--- config.mk ---
export PLATFORM = sky130hd
export DESIGN_NAME = fpet_host
export DESIGN_NICKNAME = d
export VERILOG_FILES = /design/src/pkg/fpet_pkg.sv /design/src/hw/fpet_host.sv
export SDC_FILE = /design/constraint.sdc
export NUM_CORES = 1
export LEC_CHECK = 0
export BUFFER_PORTS_ARGS = -buffer_cell sky130_fd_sc_hd__buf_2
export CAP_MARGIN = 20
export CORE_MARGIN = 3
export CORE_UTILIZATION = 33
export DETAILED_ROUTE_END_ITERATION = 12
export GPL_TIMING_DRIVEN = 0
export HOLD_SLACK_MARGIN = 0.12
export PLACE_DENSITY = 0.55
export SETUP_SLACK_MARGIN = 0.3
export SLEW_MARGIN = 20
export SYNTH_ARGS = -nofsm -noshare
export SYNTH_HDL_FRONTEND = slang
export SYNTH_SLANG_ARGS = --single-unit
--- constraint.sdc ---
create_clock -name MCLK_I -period 2.4 [get_ports MCLK_I]
set_input_delay 0.48 -clock MCLK_I [delete_from_list [all_inputs] [get_ports MCLK_I]]
set_output_delay 0.48 -clock MCLK_I [all_outputs]
set_load 0.005 [all_outputs]
--- src/pkg/fpet_pkg.sv ---
// Constants for the flash program/erase host sequencer
package fpet_pkg;
  localparam int unsigned CLK_PERIOD_NS    = 5;
  // Write pulse low and high widths, read access, reset timing
  localparam int unsigned T_WP_NS          = 70;
  localparam int unsigned T_WPH_NS         = 30;
  localparam int unsigned T_ACC_NS         = 110;
  localparam int unsigned T_RST_LOW_NS     = 100;
  localparam int unsigned T_RST_REC_NS     = 600;
  localparam int unsigned T_ABORT_US       = 22;
  localparam int unsigned T_PROG_MAX_US    = 200;
  localparam int unsigned WP_CYC   = (T_WP_NS + CLK_PERIOD_NS - 1) / CLK_PERIOD_NS;
  localparam int unsigned WPH_CYC  = (T_WPH_NS + CLK_PERIOD_NS - 1) / CLK_PERIOD_NS;
  localparam int unsigned ACC_CYC  = (T_ACC_NS + CLK_PERIOD_NS - 1) / CLK_PERIOD_NS;
  localparam int unsigned RLOW_CYC = (T_RST_LOW_NS + CLK_PERIOD_NS - 1) / CLK_PERIOD_NS;
  localparam int unsigned RREC_CYC = (T_RST_REC_NS + CLK_PERIOD_NS - 1) / CLK_PERIOD_NS;
  localparam int unsigned ABORT_CYC = (T_ABORT_US * 1000 + CLK_PERIOD_NS - 1) / CLK_PERIOD_NS;
  localparam int unsigned PROG_TO_CYC = (T_PROG_MAX_US * 1000) / CLK_PERIOD_NS;
  // Erase completion limit in clock cycles
  localparam int unsigned ERASE_TO_CYC = 16000000;
  localparam int unsigned CNT_W    = 24;
  localparam int unsigned ADDR_W   = 22;
  localparam int unsigned DATA_W   = 16;
  // Command codes
  localparam logic [15:0] CMD_PROG_SETUP  = 16'h0040;
  localparam logic [15:0] CMD_ERASE_SETUP = 16'h0020;
  localparam logic [15:0] CMD_ERASE_CONF  = 16'h00d0;
  localparam logic [15:0] CMD_READ_ARRAY  = 16'h00ff;
  localparam int unsigned ST_READY_BIT    = 7;
  localparam int unsigned ST_ERR_LO       = 1;
  localparam int unsigned ST_ERR_HI       = 5;
  typedef enum logic [3:0] {
    FPET_IDLE = 4'h0, FPET_W1 = 4'h1, FPET_G1 = 4'h3, FPET_W2 = 4'h2,
    FPET_G2 = 4'h6, FPET_POLL = 4'h7, FPET_PGAP = 4'hf, FPET_RA = 4'h5,
    FPET_GRA = 4'h4, FPET_RST = 4'hd, FPET_REC = 4'hc
  } fpet_state_t;
endpackage

--- src/hw/fpet_host.sv ---
// Host sequencer that programs or erases an asynchronous NOR flash
`timescale 1ns/10ps
module fpet_host #(
  parameter int unsigned PROG_TO = fpet_pkg::PROG_TO_CYC,
  parameter int unsigned ERASE_TO = fpet_pkg::ERASE_TO_CYC,
  parameter int unsigned ABORT_WAIT = fpet_pkg::ABORT_CYC
) (
  // Clock and reset
  input  wire logic                        MCLK_I,
  input  wire logic                        RESET_I,
  // Command port
  input  wire logic                        START_I,
  input  wire logic                        ERASE_I,
  input  wire logic                        ABORT_I,
  input  wire logic [fpet_pkg::ADDR_W-1:0] ADDR_I,
  input  wire logic [fpet_pkg::DATA_W-1:0] DATA_I,
  output logic                             BUSY_O,
  output logic                             DONE_O,
  output logic                             FAIL_O,
  output logic                             TIMEOUT_O,
  // Flash pins
  output logic                             CE_N_O,
  output logic                             WE_N_O,
  output logic                             OE_N_O,
  output logic                             RESET_POWERDOWN_N_O,
  output logic [fpet_pkg::ADDR_W-1:0]      FA_O,
  output logic [fpet_pkg::DATA_W-1:0]      FD_O,
  output logic                             FD_OE_O,
  input  wire logic [fpet_pkg::DATA_W-1:0] FD_I
);
  typedef struct packed {
    fpet_pkg::fpet_state_t     st;
    logic [fpet_pkg::CNT_W-1:0] cnt;
    logic [31:0]               to;
    logic                      erase;
    logic [fpet_pkg::ADDR_W-1:0] addr;
    logic [fpet_pkg::DATA_W-1:0] data;
    logic                      ce_n, we_n, oe_n, rp_n, fd_oe;
    logic [fpet_pkg::DATA_W-1:0] fd;
    logic                      busy, done, fail, tout;
    logic [fpet_pkg::DATA_W-1:0] s1, s2;
  } fpet_s_t;
  fpet_s_t s_reg, s_next;
  logic ready, bad;
  assign ready = s_reg.s2[fpet_pkg::ST_READY_BIT];
  assign bad   = |s_reg.s2[fpet_pkg::ST_ERR_HI:fpet_pkg::ST_ERR_LO];

  // ****************************************
  // Sequencer
  // ****************************************
  always_comb begin
    s_next = s_reg;
    s_next.s1 = FD_I;
    s_next.s2 = s_reg.s1;
    s_next.done = 1'b0;
    if (s_reg.cnt != '0) begin
      s_next.cnt = s_reg.cnt - 1'b1;
    end
    if (s_reg.to != '0) begin
      s_next.to = s_reg.to - 1'b1;
    end
    case (s_reg.st)
      fpet_pkg::FPET_IDLE: begin
        s_next.busy = 1'b0;
        if (START_I) begin
          s_next.busy = 1'b1;
          s_next.fail = 1'b0;
          s_next.tout = 1'b0;
          s_next.erase = ERASE_I;
          s_next.addr = ADDR_I;
          s_next.data = DATA_I;
          s_next.fd = ERASE_I ? fpet_pkg::CMD_ERASE_SETUP : fpet_pkg::CMD_PROG_SETUP;
          s_next.fd_oe = 1'b1;
          s_next.ce_n = 1'b0;
          s_next.we_n = 1'b0;
          s_next.cnt = fpet_pkg::CNT_W'(fpet_pkg::WP_CYC);
          s_next.st = fpet_pkg::FPET_W1;
        end
      end
      fpet_pkg::FPET_W1, fpet_pkg::FPET_W2, fpet_pkg::FPET_RA: begin
        if (s_reg.cnt == '0) begin
          // Both strobes rise together, ending the write cycle
          s_next.we_n = 1'b1;
          s_next.ce_n = 1'b1;
          s_next.cnt = fpet_pkg::CNT_W'(fpet_pkg::WPH_CYC);
          s_next.st = (s_reg.st == fpet_pkg::FPET_W1) ? fpet_pkg::FPET_G1 :
                      (s_reg.st == fpet_pkg::FPET_W2) ? fpet_pkg::FPET_G2 : fpet_pkg::FPET_GRA;
        end
      end
      fpet_pkg::FPET_G1: begin
        if (s_reg.cnt == '0) begin
          s_next.addr = s_reg.addr;
          s_next.fd = s_reg.erase ? fpet_pkg::CMD_ERASE_CONF : s_reg.data;
          s_next.ce_n = 1'b0;
          s_next.we_n = 1'b0;
          s_next.cnt = fpet_pkg::CNT_W'(fpet_pkg::WP_CYC);
          s_next.to = s_reg.erase ? ERASE_TO : PROG_TO;
          s_next.st = fpet_pkg::FPET_W2;
        end
      end
      fpet_pkg::FPET_G2, fpet_pkg::FPET_PGAP: begin
        if (s_reg.cnt == '0) begin
          // Fresh chip select for each poll, write strobe high
          s_next.fd_oe = 1'b0;
          s_next.ce_n = 1'b0;
          s_next.oe_n = 1'b0;
          s_next.we_n = 1'b1;
          s_next.cnt = fpet_pkg::CNT_W'(fpet_pkg::ACC_CYC + 2);
          s_next.st = fpet_pkg::FPET_POLL;
        end
      end
      fpet_pkg::FPET_POLL: begin
        if (s_reg.cnt == '0) begin
          s_next.ce_n = 1'b1;
          s_next.oe_n = 1'b1;
          s_next.cnt = fpet_pkg::CNT_W'(fpet_pkg::WPH_CYC);
          if (ready) begin
            s_next.fail = bad;
            s_next.fd = fpet_pkg::CMD_READ_ARRAY;
            s_next.fd_oe = 1'b1;
            s_next.st = fpet_pkg::FPET_RA;
            s_next.ce_n = 1'b0;
            s_next.we_n = 1'b0;
            s_next.cnt = fpet_pkg::CNT_W'(fpet_pkg::WP_CYC);
          end else if (s_reg.to == '0) begin
            s_next.tout = 1'b1;
            s_next.rp_n = 1'b0;
            s_next.cnt = fpet_pkg::CNT_W'(fpet_pkg::RLOW_CYC);
            s_next.st = fpet_pkg::FPET_RST;
          end else begin
            s_next.st = fpet_pkg::FPET_PGAP;
          end
        end
      end
      fpet_pkg::FPET_GRA: begin
        if (s_reg.cnt == '0) begin
          s_next.fd_oe = 1'b0;
          s_next.done = 1'b1;
          s_next.busy = 1'b0;
          s_next.st = fpet_pkg::FPET_IDLE;
        end
      end
      fpet_pkg::FPET_RST: begin
        if (s_reg.cnt == '0) begin
          s_next.rp_n = 1'b1;
          // Abort inside an operation needs the long wait
          s_next.cnt = fpet_pkg::CNT_W'(ABORT_WAIT + fpet_pkg::RREC_CYC);
          s_next.st = fpet_pkg::FPET_REC;
        end
      end
      fpet_pkg::FPET_REC: begin
        if (s_reg.cnt == '0) begin
          s_next.done = 1'b1;
          s_next.busy = 1'b0;
          s_next.fail = 1'b1;
          s_next.st = fpet_pkg::FPET_IDLE;
        end
      end
      default: s_next.st = fpet_pkg::FPET_IDLE;
    endcase
    if (ABORT_I && s_reg.busy && s_reg.st != fpet_pkg::FPET_RST && s_reg.st != fpet_pkg::FPET_REC) begin
      s_next.ce_n = 1'b1;
      s_next.we_n = 1'b1;
      s_next.oe_n = 1'b1;
      s_next.fd_oe = 1'b0;
      s_next.rp_n = 1'b0;
      s_next.cnt = fpet_pkg::CNT_W'(fpet_pkg::RLOW_CYC);
      s_next.st = fpet_pkg::FPET_RST;
    end
  end

  always_ff @(posedge MCLK_I) begin
    if (RESET_I) begin
      s_reg <= '0;
      s_reg.st <= fpet_pkg::FPET_IDLE;
      s_reg.ce_n <= 1'b1;
      s_reg.we_n <= 1'b1;
      s_reg.oe_n <= 1'b1;
      s_reg.rp_n <= 1'b1;
    end else begin
      s_reg <= s_next;
    end
  end

  assign BUSY_O = s_reg.busy;
  assign DONE_O = s_reg.done;
  assign FAIL_O = s_reg.fail;
  assign TIMEOUT_O = s_reg.tout;
  assign CE_N_O = s_reg.ce_n;
  assign WE_N_O = s_reg.we_n;
  assign OE_N_O = s_reg.oe_n;
  assign RESET_POWERDOWN_N_O = s_reg.rp_n;
  assign FA_O = s_reg.addr;
  assign FD_O = s_reg.fd;
  assign FD_OE_O = s_reg.fd_oe;

  // ****************************************
  // Checks
  // ****************************************
  property p_setup_first;
    @(posedge MCLK_I) disable iff (RESET_I)
    (s_reg.st == fpet_pkg::FPET_IDLE && START_I && !ABORT_I) |=> (!WE_N_O && FD_OE_O &&
      (FD_O == fpet_pkg::CMD_PROG_SETUP || FD_O == fpet_pkg::CMD_ERASE_SETUP));
  endproperty
  a_setup_first: assert property (p_setup_first) else $error("Setup write missing");
  property p_second;
    @(posedge MCLK_I) disable iff (RESET_I)
    (s_reg.st == fpet_pkg::FPET_W2 && s_reg.erase) |-> FD_O == fpet_pkg::CMD_ERASE_CONF;
  endproperty
  a_second: assert property (p_second) else $error("Erase confirm wrong");
  property p_poll_we;
    @(posedge MCLK_I) disable iff (RESET_I)
    (!OE_N_O) |-> (WE_N_O && !FD_OE_O);
  endproperty
  a_poll_we: assert property (p_poll_we) else $error("Write strobe low in read");
  property p_poll_ce;
    @(posedge MCLK_I) disable iff (RESET_I)
    ($fell(OE_N_O)) |-> $fell(CE_N_O);
  endproperty
  a_poll_ce: assert property (p_poll_ce) else $error("Poll without fresh select");
  property p_rst_low;
    @(posedge MCLK_I) disable iff (RESET_I)
    $fell(RESET_POWERDOWN_N_O) |-> !RESET_POWERDOWN_N_O [*8];
  endproperty
  a_rst_low: assert property (p_rst_low) else $error("Reset pulse too short");
  property p_wp;
    @(posedge MCLK_I) disable iff (RESET_I)
    // An abort may cut a write pulse short; the reset pin then covers it
    ($fell(WE_N_O) && !ABORT_I) |-> ((!WE_N_O && !CE_N_O) || !RESET_POWERDOWN_N_O) [*8];
  endproperty
  a_wp: assert property (p_wp) else $error("Write pulse too short");
  property p_ra;
    @(posedge MCLK_I) disable iff (RESET_I)
    $rose(DONE_O) && !FAIL_O |-> $past(s_reg.st) == fpet_pkg::FPET_GRA;
  endproperty
  a_ra: assert property (p_ra) else $error("Done without read array");
  property p_to;
    @(posedge MCLK_I) disable iff (RESET_I)
    $rose(TIMEOUT_O) |-> !RESET_POWERDOWN_N_O;
  endproperty
  a_to: assert property (p_to) else $error("Timeout without reset");
endmodule

; Word level (Yosys, flattened, before mapping)
; Index checks and enable logic that the tools add are counted.
[totals]
regBits = 140
latch_bits = 0
ram_bits = 0
rom_bits = 0
in_bits = 59
n_memories = 0
[classes]
n_addsub = 2
mul = 0
div = 0
n_lt_le_gt_ge = 0
eq_ne = 34
n_shift = 0
mux = 51
bitwise = 0
n_reduce_logical = 34
[op_table]
columns = cell, count
row1 = 2-to-1 mux 28 bit, 7
row2 = case mux 24 bit (6 select lines), 1
row3 = 2-to-1 mux 32 bit, 2
row4 = 2-to-1 mux 60 bit, 1
row5 = 2-to-1 mux 24 bit, 2
row6 = case mux 16 bit (3 select lines), 1
row7 = zero test 32 bit, 1
row8 = 2-to-1 mux 16 bit, 2
row9 = nonzero test 32 bit, 1
row10 = "subtractor 32 x 1 -> 32 bit, second input constant", 1
row11 = case mux 4 bit (7 select lines), 1
row12 = AND reduction 5 bit, 5
row13 = zero test 24 bit, 1
row14 = "!= test 3 bit, second input constant", 8
row15 = nonzero test 24 bit, 1
row16 = "subtractor 24 x 1 -> 24 bit, second input constant", 1
row17 = "!= test 2 bit, second input constant", 11
row18 = 2-to-1 mux 21 bit, 1
row19 = AND reduction 7 bit, 3
row20 = 2-to-1 mux 2 bit, 10
row21 = 2-to-1 mux 18 bit, 1
row22 = 2-to-1 mux 17 bit, 1
row23 = "== test 4 x 3 -> 1 bit, second input constant", 4
row24 = nonzero test 3 bit, 5
row25 = 24 further kinds, 49

; Logic depth before layout (Yosys ltp)
[logic_depth]
depth_word = 6
ltp_mapped = 11
ltp_nobuf = 10

; Worst setup path before layout
; No wires, ideal clock.
[synth_path]
kind = register to register
from = register s_reg[128] (netlist bit)
to = register s_reg[128] (netlist bit)
setup_time_ns = 0.065
arrival_time_ns = 2.313
required_ns = 2.335
slack_ns = 0.022
path_stages_with_launch = 12
path_cell_list = dfxtp_1 inv_1 ha_1 nor3b_1 nand3_1 nor2_2 inv_2 buf_1 ha_1 nor3_1 a21oi_1 nor2_1
[synth_between]
elab_chain_len = 4
elab_cells_between_ends = 11
cone_classes = add/sub (1) / mux (8) / reduce/logical (2)
[synth_rtl]
columns = item, line
row1 = from (decl), fpet_host.sv:43  ; fpet_s_t s_reg, s_next;
row2 = from (signal assigned), fpet_host.sv:181  ; s_reg <= s_next;
row3 = subtractor 24 x 1 -> 24 bit / nonzero test 24 bit (equally long branches), "fpet_host.sv:57, fpet_host.sv:56"
row4 = 2-to-1 mux 24 bit, fpet_host.sv:56  ; if (s_reg.cnt != '0) begin
row5 = "2-to-1 mux 28 bit, or another cell as far along", fpet_host.sv:144  ; if (s_reg.cnt == '0) begin
row6 = case mux 24 bit (6 select lines) *, fpet_host.sv:62  ; case (s_reg.st)
; Every way passes the cells marked *; elsewhere a longest branch is shown, timed or not. The select of a mux whose other input is x is not followed.
; A chain may end at the register's enable or synchronous reset.

; Worst setup path after layout
[layout_path]
from = register s_reg[120] (netlist bit)
to = register s_reg[132] (netlist bit)
[layout_between]
elab_chain_len = 6
[layout_rtl]
columns = item, line
row1 = zero test 32 bit, fpet_host.sv:125  ; end else if (s_reg.to == '0) begin
row2 = 2-to-1 mux 5 bit, fpet_host.sv:125
row3 = 2-to-1 mux 28 bit, fpet_host.sv:117  ; if (ready) begin
row4 = 2-to-1 mux 28 bit, fpet_host.sv:113  ; if (s_reg.cnt == '0) begin
row5 = case mux 24 bit (6 select lines), fpet_host.sv:62
row6 = 2-to-1 mux 28 bit, fpet_host.sv:161  ; if (ABORT_I && s_reg.busy && s_reg.st != fpet_pkg::FPET_RST && s_reg.st != fpet_pkg::FPET_REC) begin
; Every way passes these cells. The select of a mux whose other input is x is not followed.

==> key figures <==
Outcome
  – Status: finished, final reports clean

Detailed routing
  – WL/cell: 16.0 um
  – Vias/cell: 5.12
  – Initial DRC count: 500
  – Final ANT Viol Nets: 0
  – Vias: 6025
  – WL final: 18.8 mm
  – Drt first pass iters: 5
  – Drt drc: 0

Clock tree
  – Clock-pin slew of the registers on the worst-case setup and hold paths: 0.06 ns
  – CTS Sinks: 136
  – TritonCTS buffer count: 17
  – Deepest clock path buffer count: 2
  – Hold buffers post-CTS: 0
  – CTS Root Cell: clkbuf_16
  – CTS tree: done
  – Htree depth: 4
  – Worst skew pair latency: 0.43 ns

Run
  – Max-Cap Viols: 0

Global routing
  – Largest net degree at the start of global routing: 17
  – Congestion Overflow GR: 0
  – All-Layer GR Usage: 17.8%
  – Number of global-route vias before repair: 5585
  – Initial antenna violation count: 0
  – First-pass GRT wire length: 29.1 mm

Synth
  – Top-count cell post-synth: dfxtp_1
  – Yosys cell types: 63
  – Area of the mapped netlist: 0.00623 mm2
  – Synth area leaders: dfxtp_1, nand2_1, a21oi_1, buf_4, nor2_1
  – Post-synth EDFFs: 0
  – Most common library cells after synthesis: dfxtp_1, nand2_1, a21oi_1, nor2_1, buf_4
  – Ys flop type: dfxtp_1
  – Flops & latches, synth: 136
  – Area share of the largest cell type after synthesis: 43.7%
  – Synth Instances: 770
  – Post-synth ARST share: 0%
  – Sequential share of the synthesized area: 43.7%
  – Syn_area_per_cell: 8.09 um2
  – Syn nets: 832
  – Synth warnings: 0
  – Post-synth top area cell: dfxtp_1

STA
  – Endpoints failing hold: 0
  – Skew final: 0.0122 ns
  – Final setup margin: 0.126 ns
  – Worst-margin pin slew: 1.01 ns
  – RSZ-0062 raised after global routing: true
  – Fin crit share: 94.8%
  – Relative slew slack: 32.1%
  – Post-route setup TNS: 0 ns
  – Count of final setup violators: 0
  – Slew Viols, Final: 0
  – Fmax: 440 MHz
  – Clock period minus worst slack: 2.27 ns

Setup path
  – Crit path largest cell delay: 0.51 ns
  – Setup crit start kind: register
  – Worst Path Buf+Inv: 2
  – R2R depth: 8
  – Crit-path max FO: 4
  – Crit-path cells: or4_4 > buf_8 > nor4_4 > buf_4 > and3_4 > a21oi_1 > or3_1 > a21oi_2
  – CP endpoint kind: register
  – WP data arrival: 2.63 ns
  – Reg2reg setup slack: 0.13 ns
  – CP required: 2.75 ns
  – Top Family by Delay on Critical Path: simple AND/OR/NAND/NOR gates
  – Reg2reg end: s_reg[132]
  – Critical path class: register to register
  – CP max stage cell: or4_4
  – Reg2reg start: s_reg[120]

Min path
  – Hold Crit Class: input port to register
  – Hold Path Sink: s_next[4]
  – Min-Delay Path Depth: 2
  – Hold Startpoint: FD_I[4]

Final layout
  – Area growth, synth to finish: 41.0%
  – Post-layout util: 48.1%
  – Largest register FFs: 82
  – Area of the multi-input gates: 0.00361 mm2
  – Share of cells above drive strength 1: 37.1%
  – Filler Cell Count: 1791
  – Finished Layout Cells: 1177
  – # diodes: 0
  – Seq. cell area: 0.00274 mm2
  – Post-layout nets: 998

Power and ir drop
  – Maximum vdd drop: 721 uV
  – Power Dens Cells: 1610 mW/mm2
  – Leak Pwr: 3.57 nW

Placement
  – Placed insts: 1092
  – IO buf count: 93
  – Pre-CTS setup slack: -0.395 ns
  – Routability cong.: 0.863
  – DP Wirelength: 12.3 mm

Die
  – Row count: 49
  – I/O pin total: 106
  – Die area: 0.0206 mm2
  – CORE AREA: 0.0183 mm2
  – Width of the die: 143 um
  – Chip height: 143 um
  – Initial Utilization: 34.1%
worst reg2reg max path: stages, from the launching register on:
cell and delay [ns]:
dfxtp_4 0.34, or4_4 0.51, buf_8 0.14, nor4_4 0.20, buf_4 0.18, and3_4 0.24
a21oi_1 0.09, or3_1 0.37, a21oi_2 0.13
how the worst max path moves through the flow:
stage	startpoint	to	slack, ns	cells after the start
final	s_reg[120]	s_reg[132]	0.13	8
after CTS	s_reg[109]	s_reg[125]	0.09	7
after global routing	s_reg[120]	s_reg[132]	0.04	8
after detailed placement	s_reg[128]	s_reg[151]	-0.40	9
after floorplan	s_reg[109]	s_reg[125]	0.20	7
after global placement	s_reg[128]	s_reg[144]	-0.43	9
cell families (layout without fill, tap and decap cells):
family | Yosys count | after routing | synth area share, %
adders and majority gates | 3 | 3 | 0.603
DFF | 136 | 136 | 43.7
buffers and inverters | 89 | 267 | 7.77
xor gates and xnor gates | 37 | 37 | 5.20
AOI/OAI and AO/OA | 164 | 164 | 15.6
muxes | 3 | 3 | 0.482
and+or+nand+nor | 338 | 338 | 26.7
report_power, final:
part / total, mW / leakage (nW) / switching, mW / internal, mW
combinational: 8.05 / 2.18 / 4.21 / 3.84
sequential: 3.53 / 1.12 / 0.633 / 2.90
clock: 2.59 / 0.280 / 1.01 / 1.58
total: 14.2 / 3.57 / 5.86 / 8.32
placed cells by master, fill, tap and decap left out, drive strengths merged, types with 2 or more instances in the layout:
cell and count:
nor2b 17, xor2 25, a21oi 88, a31oi 8, ha 3, dfxtp 136, nor4 17, o211ai 4
and2 2, inv 10, nor3 26, and3 6, nand3b 5, buf 194, bufinv 2, and4 2
mux2i 3, a311oi 4, nor4b 2, nand3 27, nand2 129, or4 7, clkbuf 53, clkinvlp 2
a211oi 9, xnor2 12, clkinv 6, nand2b 3, o21ai 20, o41ai 3, o31ai 6, o22ai 5
o311ai 3, or3 11, nor2 69, nand4 7, nand4b 3
what timing repair did:
| action | in CTS | in global routing |
|---|---|---|
| cloned | 1 | 2 |
| setup buffers | 30 | 21 |
| pin swaps | 26 | 57 |
| endpoints found under the setup margin | 83 | 83 |
| gates resized for setup | 66 | 135 |
layer usage:
metal | wire length (um) | global-route usage, %
met5 | 0 | 0
met4 | 301 | 5.45
met3 | 823 | 3.93
met2 | 9030 | 28.5
met1 | 8620 | 24.0
per-stage QoR:
step,area [um2],total power [mW],hold WS (ns)
6_report,8780,14.2,0.261
5_1_grt,8780,15.1,0.277
4_1_cts,8100,12.7,0.247
3_5_place_dp,7030,8.81,0.425
3_3_place_gp,7030,8.82,0.417
2_1_floorplan,6280,7.47,0.414
area by class of cell:
type / count / share of cell area, %
Multi-Input combinational cell: 545 / 41.2
Tap cell: 229 / 3.26
Sequential cell: 136 / 31.2
Inverter: 10 / 0.484
Buffer: 79 / 6.34
Clock buffer: 21 / 5.24
Clock inverter: 10 / 1.37
Timing Repair Buffer: 147 / 10.9
No activity file was read; power rests on OpenSTA's default activity.
